## config.mk

```make
export PLATFORM = sky130hd
export DESIGN_NAME = smsc_core
export DESIGN_NICKNAME = d
export VERILOG_FILES = /design/src/smsc_pkg.sv /design/src/smsc_core.sv /design/src/smsc_rate_div.sv
export SDC_FILE = /design/constraint.sdc
export NUM_CORES = 1
export LEC_CHECK = 0
export BUFFER_PORTS_ARGS = -buffer_cell sky130_fd_sc_hd__buf_2
export CAP_MARGIN = 10
export CORE_ASPECT_RATIO = 0.7
export CORE_UTILIZATION = 55
export DETAILED_ROUTE_END_ITERATION = 8
export PLACE_DENSITY = 0.74
export SETUP_SLACK_MARGIN = 0.3
export SKIP_LAST_GASP = 1
export SLEW_MARGIN = 5
export SYNTH_ARGS = -nofsm -noshare
export SYNTH_HDL_FRONTEND = slang
export SYNTH_SLANG_ARGS = --single-unit
```

## constraint.sdc

```tcl
create_clock -name clk -period 9.6 [get_ports clk]
set_clock_uncertainty 0.05 [all_clocks]
set_input_delay 1.92 -clock clk [delete_from_list [all_inputs] [get_ports clk]]
set_output_delay 1.92 -clock clk [all_outputs]
set_load 0.02 [all_outputs]
```

## src/smsc_pkg.sv

```systemverilog
// shared constants and types for the serial port core
package smsc_pkg;
  // ------------------------------------------------------------
  // register offsets
  // ------------------------------------------------------------
  localparam logic [7:0] OFF_CTRL1 = 8'h00;
  localparam logic [7:0] OFF_CTRL2 = 8'h01;
  localparam logic [7:0] OFF_BAUD = 8'h02;
  localparam logic [7:0] OFF_STATUS = 8'h03;
  localparam logic [7:0] OFF_DATA = 8'h05;
  // ------------------------------------------------------------
  // field positions
  // ------------------------------------------------------------
  localparam int CR1_IE = 7;
  localparam int CR1_EN = 6;
  localparam int CR1_CONTROLLER_SELECT_BIT = 4;
  localparam int CR1_CLOCK_POLARITY_BIT = 3;
  localparam int CR1_CLOCK_PHASE_BIT = 2;
  localparam int CR1_SELECT_OUTPUT_ENABLE = 1;
  localparam int CR1_LSBF = 0;
  localparam int CR2_FAULT_DETECT_ENABLE = 4;
  localparam int CR2_BIDIRECTIONAL_OUTPUT_ENABLE = 3;
  localparam int CR2_BIDIRECTIONAL_ROUTING_BIT = 0;
  localparam int SR_DONE = 7;
  localparam int SR_TXE = 5;
  localparam int SR_MODE_FAULT_FLAG = 4;
  // ------------------------------------------------------------
  // reset values and masks
  // ------------------------------------------------------------
  localparam logic [7:0] CTRL1_RST = 8'h04;
  localparam logic [7:0] CTRL2_RST = 8'h00;
  localparam logic [7:0] BAUD_RST = 8'h00;
  localparam logic [7:0] CTRL1_MASK = 8'hDF;
  localparam logic [7:0] CTRL2_MASK = 8'h19;
  localparam logic [7:0] BAUD_MASK = 8'h77;
  localparam logic [7:0] CTRL1_ABORT = 8'h0F;
  localparam logic [7:0] CTRL2_ABORT = 8'h11;
  // ------------------------------------------------------------
  // transfer counts
  // ------------------------------------------------------------
  localparam logic [4:0] EDGES_PER_BYTE = 5'h10;
  localparam int HALF_W = 11;
  // ------------------------------------------------------------
  // types
  // ------------------------------------------------------------
  typedef enum logic [1:0] {
    ST_IDLE = 2'b00,
    ST_LEAD = 2'b01,
    ST_XFER = 2'b10,
    ST_TRAIL = 2'b11
  } smsc_state_t;
  typedef struct packed {
    logic ss;
    logic sck;
    logic mosi;
    logic miso;
  } smsc_pins_t;
endpackage

```

## src/smsc_core.sv

```systemverilog
// byte-wide serial port core, master or slave, with register port
`timescale 1ns/1ps
module smsc_core (
  input wire logic clk,
  input wire logic arst_n,
  input wire logic [7:0] addr,
  input wire logic [7:0] wdata,
  input wire logic wr,
  input wire logic rd,
  output logic [7:0] rdata,
  output logic irq,
  input wire smsc_pkg::smsc_pins_t pin_in,
  output smsc_pkg::smsc_pins_t pin_out,
  output smsc_pkg::smsc_pins_t pin_oe
);
  import smsc_pkg::*;

  // ------------------------------------------------------------
  // declarations
  // ------------------------------------------------------------
  logic [7:0] ctrl1;
  logic [7:0] ctrl2;
  logic [7:0] baud;
  logic [7:0] tx_buf;
  logic [7:0] rx_buf;
  logic [7:0] shreg;
  logic [7:0] next_shreg;
  logic [4:0] edge_cnt;
  logic [4:0] edge_num;
  smsc_state_t state;
  logic tx_full;
  logic done_flag;
  logic mode_fault_flag_flag;
  logic txe_seen;
  logic done_seen;
  logic mode_fault_flag_seen;
  logic latched;
  logic sck_lvl;
  logic sck_prev;
  logic tick;
  logic en;
  logic is_master;
  logic clock_phase_bit;
  logic lsbf;
  logic bidirectional_routing_bit;
  logic master_on;
  logic slave_on;
  logic slave_sel;
  logic din;
  logic out_bit;
  logic mode_fault_flag_evt;
  logic cfg_abort;
  logic abort;
  logic load_m;
  logic load_s;
  logic edge_evt;
  logic is_latch;
  logic do_shift;
  logic sh_val;
  logic xfer_done;
  logic wr_data;
  logic rd_data;
  logic wr_ctrl1;

  // ------------------------------------------------------------
  // decode
  // ------------------------------------------------------------
  assign en = ctrl1[CR1_EN];
  assign is_master = ctrl1[CR1_CONTROLLER_SELECT_BIT];
  assign clock_phase_bit = ctrl1[CR1_CLOCK_PHASE_BIT];
  assign lsbf = ctrl1[CR1_LSBF];
  assign bidirectional_routing_bit = ctrl2[CR2_BIDIRECTIONAL_ROUTING_BIT];
  assign master_on = en && is_master;
  assign slave_on = en && !is_master;
  assign slave_sel = slave_on && !pin_in.ss;
  assign wr_data = wr && (addr == OFF_DATA);
  assign rd_data = rd && (addr == OFF_DATA);
  assign wr_ctrl1 = wr && (addr == OFF_CTRL1);

  // select input low while guarded master
  assign mode_fault_flag_evt = master_on && ctrl2[CR2_FAULT_DETECT_ENABLE] && !ctrl1[CR1_SELECT_OUTPUT_ENABLE] && !pin_in.ss;

  always_comb begin
    cfg_abort = 1'b0;
    if (master_on && wr) begin
      case (addr)
        OFF_CTRL1: cfg_abort = |((wdata ^ ctrl1) & CTRL1_ABORT);
        OFF_CTRL2: cfg_abort = |((wdata ^ ctrl2) & CTRL2_ABORT)
                               || (bidirectional_routing_bit && (wdata[CR2_BIDIRECTIONAL_OUTPUT_ENABLE] != ctrl2[CR2_BIDIRECTIONAL_OUTPUT_ENABLE]));
        OFF_BAUD: cfg_abort = |((wdata ^ baud) & BAUD_MASK);
        default: cfg_abort = 1'b0;
      endcase
    end
  end
  assign abort = cfg_abort || mode_fault_flag_evt || !en;

  // ------------------------------------------------------------
  // rate divider
  // ------------------------------------------------------------
  smsc_rate_div u_div (
    .clk(clk),
    .arst_n(arst_n),
    .run(state != ST_IDLE && !abort),
    .presel(baud[6:4]),
    .sel(baud[2:0]),
    .tick(tick)
  );

  // ------------------------------------------------------------
  // shift engine combinational terms
  // ------------------------------------------------------------
  // with routing, each role takes data from its one shared pin: mosi as master, miso as slave
  assign din = is_master ? (bidirectional_routing_bit ? pin_in.mosi : pin_in.miso)
                         : (bidirectional_routing_bit ? pin_in.miso : pin_in.mosi);
  assign out_bit = lsbf ? shreg[0] : shreg[7];
  // the lead-in tick is already the first serial clock edge
  assign edge_evt = (master_on && (state == ST_LEAD || state == ST_XFER) && tick)
                    || (slave_sel && pin_in.sck != sck_prev);
  assign edge_num = edge_cnt + 5'h01;
  assign is_latch = clock_phase_bit ? !edge_num[0] : edge_num[0];
  assign sh_val = (clock_phase_bit && edge_num == EDGES_PER_BYTE) ? din : latched;
  assign do_shift = edge_evt && (is_latch ? (clock_phase_bit && edge_num == EDGES_PER_BYTE)
                                          : !(clock_phase_bit && edge_num == 5'h01));
  assign next_shreg = lsbf ? {sh_val, shreg[7:1]} : {shreg[6:0], sh_val};
  assign xfer_done = edge_evt && edge_num == EDGES_PER_BYTE && !abort;
  assign load_m = master_on && state == ST_IDLE && tx_full && !abort;
  assign load_s = slave_on && pin_in.ss && tx_full;

  // ------------------------------------------------------------
  // control registers
  // ------------------------------------------------------------
  always_ff @(posedge clk or negedge arst_n) begin
    if (!arst_n) begin
      ctrl1 <= CTRL1_RST;
      ctrl2 <= CTRL2_RST;
      baud <= BAUD_RST;
    end else begin
      if (wr_ctrl1) begin
        ctrl1 <= wdata & CTRL1_MASK;
      end
      if (mode_fault_flag_evt) begin
        ctrl1[CR1_CONTROLLER_SELECT_BIT] <= 1'b0;
      end
      if (wr && addr == OFF_CTRL2) begin
        ctrl2 <= wdata & CTRL2_MASK;
      end
      if (wr && addr == OFF_BAUD) begin
        baud <= wdata & BAUD_MASK;
      end
    end
  end

  // ------------------------------------------------------------
  // status read tracking
  // ------------------------------------------------------------
  always_ff @(posedge clk or negedge arst_n) begin
    if (!arst_n) begin
      txe_seen <= 1'b0;
      done_seen <= 1'b0;
      mode_fault_flag_seen <= 1'b0;
    end else if (rd && addr == OFF_STATUS) begin
      txe_seen <= !tx_full;
      done_seen <= done_flag;
      mode_fault_flag_seen <= mode_fault_flag_flag;
    end else begin
      if (wr_data) begin
        txe_seen <= 1'b0;
      end
      if (rd_data) begin
        done_seen <= 1'b0;
      end
      if (wr_ctrl1) begin
        mode_fault_flag_seen <= 1'b0;
      end
    end
  end

  // ------------------------------------------------------------
  // transmit buffer
  // ------------------------------------------------------------
  always_ff @(posedge clk or negedge arst_n) begin
    if (!arst_n) begin
      tx_buf <= 8'h00;
      tx_full <= 1'b0;
    end else if (wr_data && txe_seen && !tx_full) begin
      tx_buf <= wdata;
      tx_full <= 1'b1;
    end else if (load_m || load_s) begin
      tx_full <= 1'b0;
    end
  end

  // ------------------------------------------------------------
  // receive buffer and flags
  // ------------------------------------------------------------
  always_ff @(posedge clk or negedge arst_n) begin
    if (!arst_n) begin
      rx_buf <= 8'h00;
      done_flag <= 1'b0;
    end else if (xfer_done && !done_flag) begin
      rx_buf <= next_shreg;
      done_flag <= 1'b1;
    end else if (xfer_done) begin
      done_flag <= 1'b1;
    end else if (rd_data && done_seen) begin
      done_flag <= 1'b0;
    end
  end

  always_ff @(posedge clk or negedge arst_n) begin
    if (!arst_n) begin
      mode_fault_flag_flag <= 1'b0;
    end else if (mode_fault_flag_evt) begin
      mode_fault_flag_flag <= 1'b1;
    end else if (wr_ctrl1 && mode_fault_flag_seen) begin
      mode_fault_flag_flag <= 1'b0;
    end
  end

  assign irq = ctrl1[CR1_IE] && (done_flag || mode_fault_flag_flag);

  // ------------------------------------------------------------
  // master sequencer
  // ------------------------------------------------------------
  always_ff @(posedge clk or negedge arst_n) begin
    if (!arst_n) begin
      state <= ST_IDLE;
      sck_lvl <= 1'b0;
    end else if (abort || !is_master) begin
      state <= ST_IDLE;
      sck_lvl <= 1'b0;
    end else begin
      case (state)
        ST_IDLE: begin
          if (load_m) begin
            state <= ST_LEAD;
          end
        end
        ST_LEAD: begin
          if (tick) begin
            sck_lvl <= !sck_lvl;
            state <= ST_XFER;
          end
        end
        ST_XFER: begin
          if (tick) begin
            sck_lvl <= !sck_lvl;
            if (edge_num == EDGES_PER_BYTE) begin
              state <= ST_TRAIL;
            end
          end
        end
        ST_TRAIL: begin
          if (tick) begin
            state <= ST_IDLE;
          end
        end
        default: state <= ST_IDLE;
      endcase
    end
  end

  // ------------------------------------------------------------
  // shift register and edge counter
  // ------------------------------------------------------------
  always_ff @(posedge clk or negedge arst_n) begin
    if (!arst_n) begin
      shreg <= 8'h00;
      latched <= 1'b0;
      edge_cnt <= 5'h00;
      sck_prev <= 1'b0;
    end else begin
      sck_prev <= pin_in.sck;
      if (load_m || load_s) begin
        shreg <= tx_buf;
        edge_cnt <= 5'h00;
      end else if (abort || (slave_on && pin_in.ss) || (master_on && state == ST_IDLE)) begin
        edge_cnt <= 5'h00;
      end else if (edge_evt) begin
        edge_cnt <= (edge_num == EDGES_PER_BYTE) ? 5'h00 : edge_num;
        if (is_latch) begin
          latched <= din;
        end
        if (do_shift) begin
          shreg <= next_shreg;
        end
      end
    end
  end

  // ------------------------------------------------------------
  // register read port
  // ------------------------------------------------------------
  always_ff @(posedge clk or negedge arst_n) begin
    if (!arst_n) begin
      rdata <= 8'h00;
    end else if (rd) begin
      case (addr)
        OFF_CTRL1: rdata <= ctrl1;
        OFF_CTRL2: rdata <= ctrl2;
        OFF_BAUD: rdata <= baud;
        OFF_STATUS: rdata <= {done_flag, 1'b0, !tx_full, mode_fault_flag_flag, 4'h0};
        OFF_DATA: rdata <= rx_buf;
        default: rdata <= 8'h00;
      endcase
    end else begin
      rdata <= 8'h00;
    end
  end

  // ------------------------------------------------------------
  // pins
  // ------------------------------------------------------------
  always_comb begin
    pin_out.ss = !(master_on && state != ST_IDLE);
    pin_out.sck = sck_lvl ^ ctrl1[CR1_CLOCK_POLARITY_BIT];
    pin_out.mosi = out_bit;
    pin_out.miso = out_bit;
    pin_oe.ss = master_on && ctrl2[CR2_FAULT_DETECT_ENABLE] && ctrl1[CR1_SELECT_OUTPUT_ENABLE];
    pin_oe.sck = master_on;
    pin_oe.mosi = master_on && (!bidirectional_routing_bit || ctrl2[CR2_BIDIRECTIONAL_OUTPUT_ENABLE]);
    // slave data out stays off while a mode fault is pending
    pin_oe.miso = slave_sel && !mode_fault_flag_flag && (!bidirectional_routing_bit || ctrl2[CR2_BIDIRECTIONAL_OUTPUT_ENABLE]);
  end
endmodule

```

## src/smsc_rate_div.sv

```systemverilog
// half serial clock period tick generator
`timescale 1ns/1ps
module smsc_rate_div (
  input wire logic clk,
  input wire logic arst_n,
  input wire logic run,
  input wire logic [2:0] presel,
  input wire logic [2:0] sel,
  output logic tick
);
  import smsc_pkg::*;
  logic [HALF_W-1:0] cnt;
  logic [HALF_W-1:0] half;

  // half period = (presel + 1) * 2^sel module clocks
  assign half = HALF_W'({8'h00, presel} + 11'h001) << sel;

  always_ff @(posedge clk or negedge arst_n) begin
    if (!arst_n) begin
      cnt <= '0;
    end else if (!run || tick) begin
      cnt <= '0;
    end else begin
      cnt <= cnt + 11'h001;
    end
  end

  assign tick = run && (cnt == half - 11'h001);
endmodule

```

-- Word level (Yosys, flattened, before mapping)
Cells that the tools add are included.
- register bits after elaboration: 75
- word-level logic and storage cells: 184
- output and inout port bits: 17
- input port bits: 24
- reductions and logical operators: 89
- muxes and demuxes: 46
- shift-type cells: 1
- bitwise operators: 6
- $add $sub $neg: 4
- eq/ne operators: 18
- operators with widths (operator ; count):
    $mux W8 ; 6
    $logic_and A1 B1 Y1 ; 40
    $pmux W8 S5 ; 1
    $mux W1 ; 25
    $mux W5 ; 5
    $reduce_bool A2 Y1 ; 11
    $eq A8 B2 Y1 const B ; 2
    $logic_not A1 Y1 ; 14
    $logic_or A1 B1 Y1 ; 12
    $mux W2 ; 6
    $add A11 B1 Y11 const B ; 1
    $eq A11 B11 Y1 ; 1
    $mux W11 ; 1
    $shl A11 B3 Y11 ; 1
    $sub A11 B1 Y11 const B ; 1
    $eq A8 B1 Y1 const B ; 1
    $eq A8 B3 Y1 const B ; 1
    $logic_not A8 Y1 ; 1
    $pmux W2 S4 ; 1
    $xor A7 B7 Y7 ; 1
    $ne A3 B2 Y1 const B ; 2
    $ne A3 B3 Y1 const B ; 2
    $reduce_bool A3 Y1 ; 2
    $reduce_or A6 Y1 ; 1
    21 further kinds ; 25

-- Depth between registers and ports, before layout
- word-level depth: 17
- mapped depth: 14
- depth with buffers taken out: 12

-- Modules after synthesis
Synthesis repeated with hierarchy kept, for this count alone.
- cells, all modules: 524
- area, all modules: 5066.1 sq um
- modules (own cells, without submodules) (module ; cells an instance ; area an instance (sq um) ; sequential area each (sq um) ; times used):
    smsc_core ; 332 ; 3583.4 ; 1602.8 ; 1
    smsc_rate_div ; 192 ; 1482.7 ; 275.3 ; 1

-- Worst setup path after synthesis
No wires, ideal clock.
- path type: input to output
- start point: input port pin_in[3] (netlist bit)
- end point: output port pin_oe[0] (netlist bit)
- setup slack: 4.909 ns
- path buffers: 0
- data required time: 7.630 ns
- data arrival time: 2.721 ns
- cell stages on the path: 2
- cells stage by stage: or3_1 > nor3_1
- RTL lines (item ; line ; source):
    start: declaration ; smsc_core.sv:12 ; input wire smsc_pkg::smsc_pins_t pin_in,
    end: declaration ; smsc_core.sv:14 ; output smsc_pkg::smsc_pins_t pin_oe

==> impl_metrics.tcl <==
set metrics [dict create \
    synth_enable_flop_cells 0 \
    p_total_uw 853.1 \
    initial_core_utilization_pct 57.05 \
    synth_simple_gate_area_share_pct 19.19 \
    timing.slew.headroom_pct 37.10 \
    synth-xor-area-share_pct 8.140 \
    worstSetupStartpoint "pin_in[3]" \
    grt_start_max_net_pins 76 \
    clk_root_buffer_cell "clkbuf_16" \
    synthFlopType "dfrtp_1" \
    postSynth.asyncResetShare_pct 100.0 \
    worstPathMaxFanout 3 \
    finalSetupViolations 0 \
    vdd_ir_drop_max_mv 0.1131 \
    maxSlewViolCount 0 \
    routed_wl_mm 11.98 \
    worst_pin_slew_ns 0.9434 \
    layout_overhead_on_the_synthesized_area_pct 10.77 \
    die_w_um 114.3 \
    yosysWarnings 0 \
    yosysSeqAreaShare_pct 38.67 \
    criticalPathCategory "input pin to output pin" \
    crit-reg2reg-launch "baud[4]" \
    internal-power_uw 599.1 \
    power_per_cell_area_nw_per_um2 158.6 \
    rsz0062_at_grt "no" \
    tritoncts.num_buffers 9 \
    num_io_pins 41 \
    viasPerCell 6.053 \
    mapped_area_sq_um 4857 \
    die-area_sq_um 9217 \
    p_clk_share_pct 41.3 \
    setup.worst_path.end_class "output pin" \
    final_min_period_ns 4.867 \
    core-area_sq_um 8513 \
    synth.area.top_cells "dfrtp_1 (38%), mux2_2 (8.8%), nand2_1 (4.9%), xnor2_1 (4.7%), nor2_1 (3.3%)" \
    detailroute.via_count 4025 \
    cp.arrival_ns 2.90 \
    drtPass1Iterations 5 \
    outcome "completed" \
    cts_tree "yes" \
    synth_area_leader_cell "dfrtp_1" \
    fmaxAchievable_mhz 205.5 \
    comb_power_share_pct 16.6 \
    grtUsageTotal_pct 28.48 \
    max-cap-violations 0 \
    cts_post_setup_buffers_inserted 0 \
    number_of_unique_standard_cell_types_used_by_synthesis 72 \
    drc_errors 0 \
    synth.avg_cell_area_sq_um 9.395 \
    rows 28 \
    swShare_pct 29.77 \
    route.antenna.remaining_nets 0 \
    min-delay-start "tx_buf[2]" \
    die_height_um 80.63 \
    first_global_vias 3801 \
    synth.area.mux_share_pct 10.25 \
    antenna-diode-count 0 \
    gr-total-overflow 0 \
    average_detailed_routed_wire_length_per_instance_um 18.01 \
    start_kind "input pin" \
    design.final.nets 574 \
    worstSkewPairLatency_ns 0.35 \
    critPathRequiredTime_ns 7.63 \
    cts-resized-gates 0 \
    timing_hold_violations_final 0 \
    synth.ff_latch_count 75 \
    power_frac_seq_pct 42.1 \
    sink_count 75 \
    grt_pass1_wl_mm 19.68 \
    synth_compound_area_share_pct 16.31 \
    port-buffer-count 40 \
    postSynthNetCount 551 \
    syn-instance-count 517 \
    drive_above_1_share_pct 21.47 \
    place_congestion 0.9275 \
    netlist.area_leader.share_pct 38.12 \
    postCtsHoldBufs 0 \
    p_leak_nw 2.359 \
    htree_num_levels 3 \
    power.net_switching_uw 254.0 \
    synthAdderAreaFrac_pct 2.576 \
    ratio_of_final_minimum_period_to_clock_period_pct 50.69 \
    timing.hold.ws_ns 0.4364 \
    grt_antenna_before_repair 0 \
    hold_wc_path_type "flop to flop" \
    dr.first_iter.drc_count 338 \
    clock_pin_slew_on_the_worst_setup_and_hold_paths_ns 0.06 \
    largest_family_of_logic_cells_by_synthesized_area "simple AND/OR/NAND/NOR gates" \
    totalNegativeSetupSlack_ns 0 \
    hpwl_mm 8.782 \
    clockBufferDepth 2 \
]
==> cell usage in the layout (no fill, tap or decap), types with 16 or more instances in the layout <==
cell     synthesis  final
nor2_1          43     43
mux2_2          38     38
xor2_1          16     16
a21oi_1         17     17
nand2_1         64     64
nand3_1         16     16
dfrtp_1         74     74
xnor2_1         26     26
buf_2            5     39
inv_1           23     23
o21ai_0         23     22
==> worst paths after layout <==
kind,endpoint,slack [ns],depth (start not counted)
max in group asynchronous,ctrl1[1],7.22,1
setup reg to reg,u_div.cnt[9],5.26,12
min in group asynchronous,sck_prev,1.66,1
hold reg to reg,shreg[2],0.44,2
setup / recovery,pin_oe[0],4.73,4
hold / removal,shreg[2],0.44,2
==> synthesized netlist by cell type (6+ instances only) <==
library cell / instances
a21oi_1: 17
a222oi_1: 6
and3_1: 10
clkbuf_1: 17
dfrtp_1: 74
ha_1: 10
inv_1: 23
mux2_2: 38
mux2i_1: 7
nand2_1: 64
nand3_1: 16
nor2_1: 43
nor2b_1: 7
nor3_1: 8
o21ai_0: 23
o221ai_1: 10
o31ai_1: 6
or3_1: 6
xnor2_1: 26
xor2_1: 16
==> layout make-up <==
type	instances	area, sq um
well taps	120	150.1
inverters	23	86.33
flip-flops and latches	75	1878
repair buffers	41	210.2
fillers	704	3133
multi-input cells	390	2749
clock buffers	9	225.2
clock inverters	7	81.33
==> stage by stage <==
step | std cells | utilization, % | instance area (sq um) | worst slack, ns
floorplan | 517 | - | 4857 | 4.909
global placement | 649 | 59.60 | 5074 | 4.587
detailed placement | 649 | 59.60 | 5074 | 4.457
CTS | 665 | 63.20 | 5380 | 4.777
global route | 665 | 63.20 | 5380 | 4.501
finish | 665 | 63.20 | 5380 | 4.733
==> flip-flops by register name (all words and copies together) (netlist names) <==
name	cells
ctrl1	7
txe_seen	1
tx_full	1
mode_fault_flag_seen	1
done_seen	1
tx_buf	8
state	2
sck_lvl	1
mode_fault_flag_flag	1
rdata	8
latched	1
done_flag	1
shreg	8
rx_buf	8
ctrl2	3
u_div.cnt	11
baud	6
edge_cnt	5
sck_prev	1
==> cell families (layout without fill, tap and decap cells) <==
logic type               after synthesis  in the layout
XOR/XNOR                              43             43
multiplexers                          45             45
flip-flops                            75             75
AO/OA/AOI/OAI                        103            103
adder cells (fa/ha/maj)               10             10
buffers and inverters                 52             80
AND/OR/NAND/NOR                      189            189
==> power by group through the flow <==
stage | Combinational (mW) | Sequential [mW] | Clock [mW]
finish | 0.141 | 0.359 | 0.353
global route | 0.156 | 0.362 | 0.370
global placement | 0.137 | 0.363 | 0
CTS | 0.141 | 0.358 | 0.357
detailed placement | 0.140 | 0.364 | 0
floorplan | 0.117 | 0.353 | 0
==> critical path: stages <==
cell and delay [ns]:
buf_2 0.14, or3_1 0.36, nor3_1 0.25, buf_2 0.23
==> layer usage <==
metal  vias to the layer above  part of all wire [%]  track usage [%]  routed length, um
li1                       1881                     -                -                  -
met1                      1979                    46            39.08               5535
met2                       153                    45            44.42               5357
met3                        12                   7.6            6.642                905
met4                         0                   1.5            9.351                178
met5                         -                     0                0                  0
(Power assumes the default switching activity.)
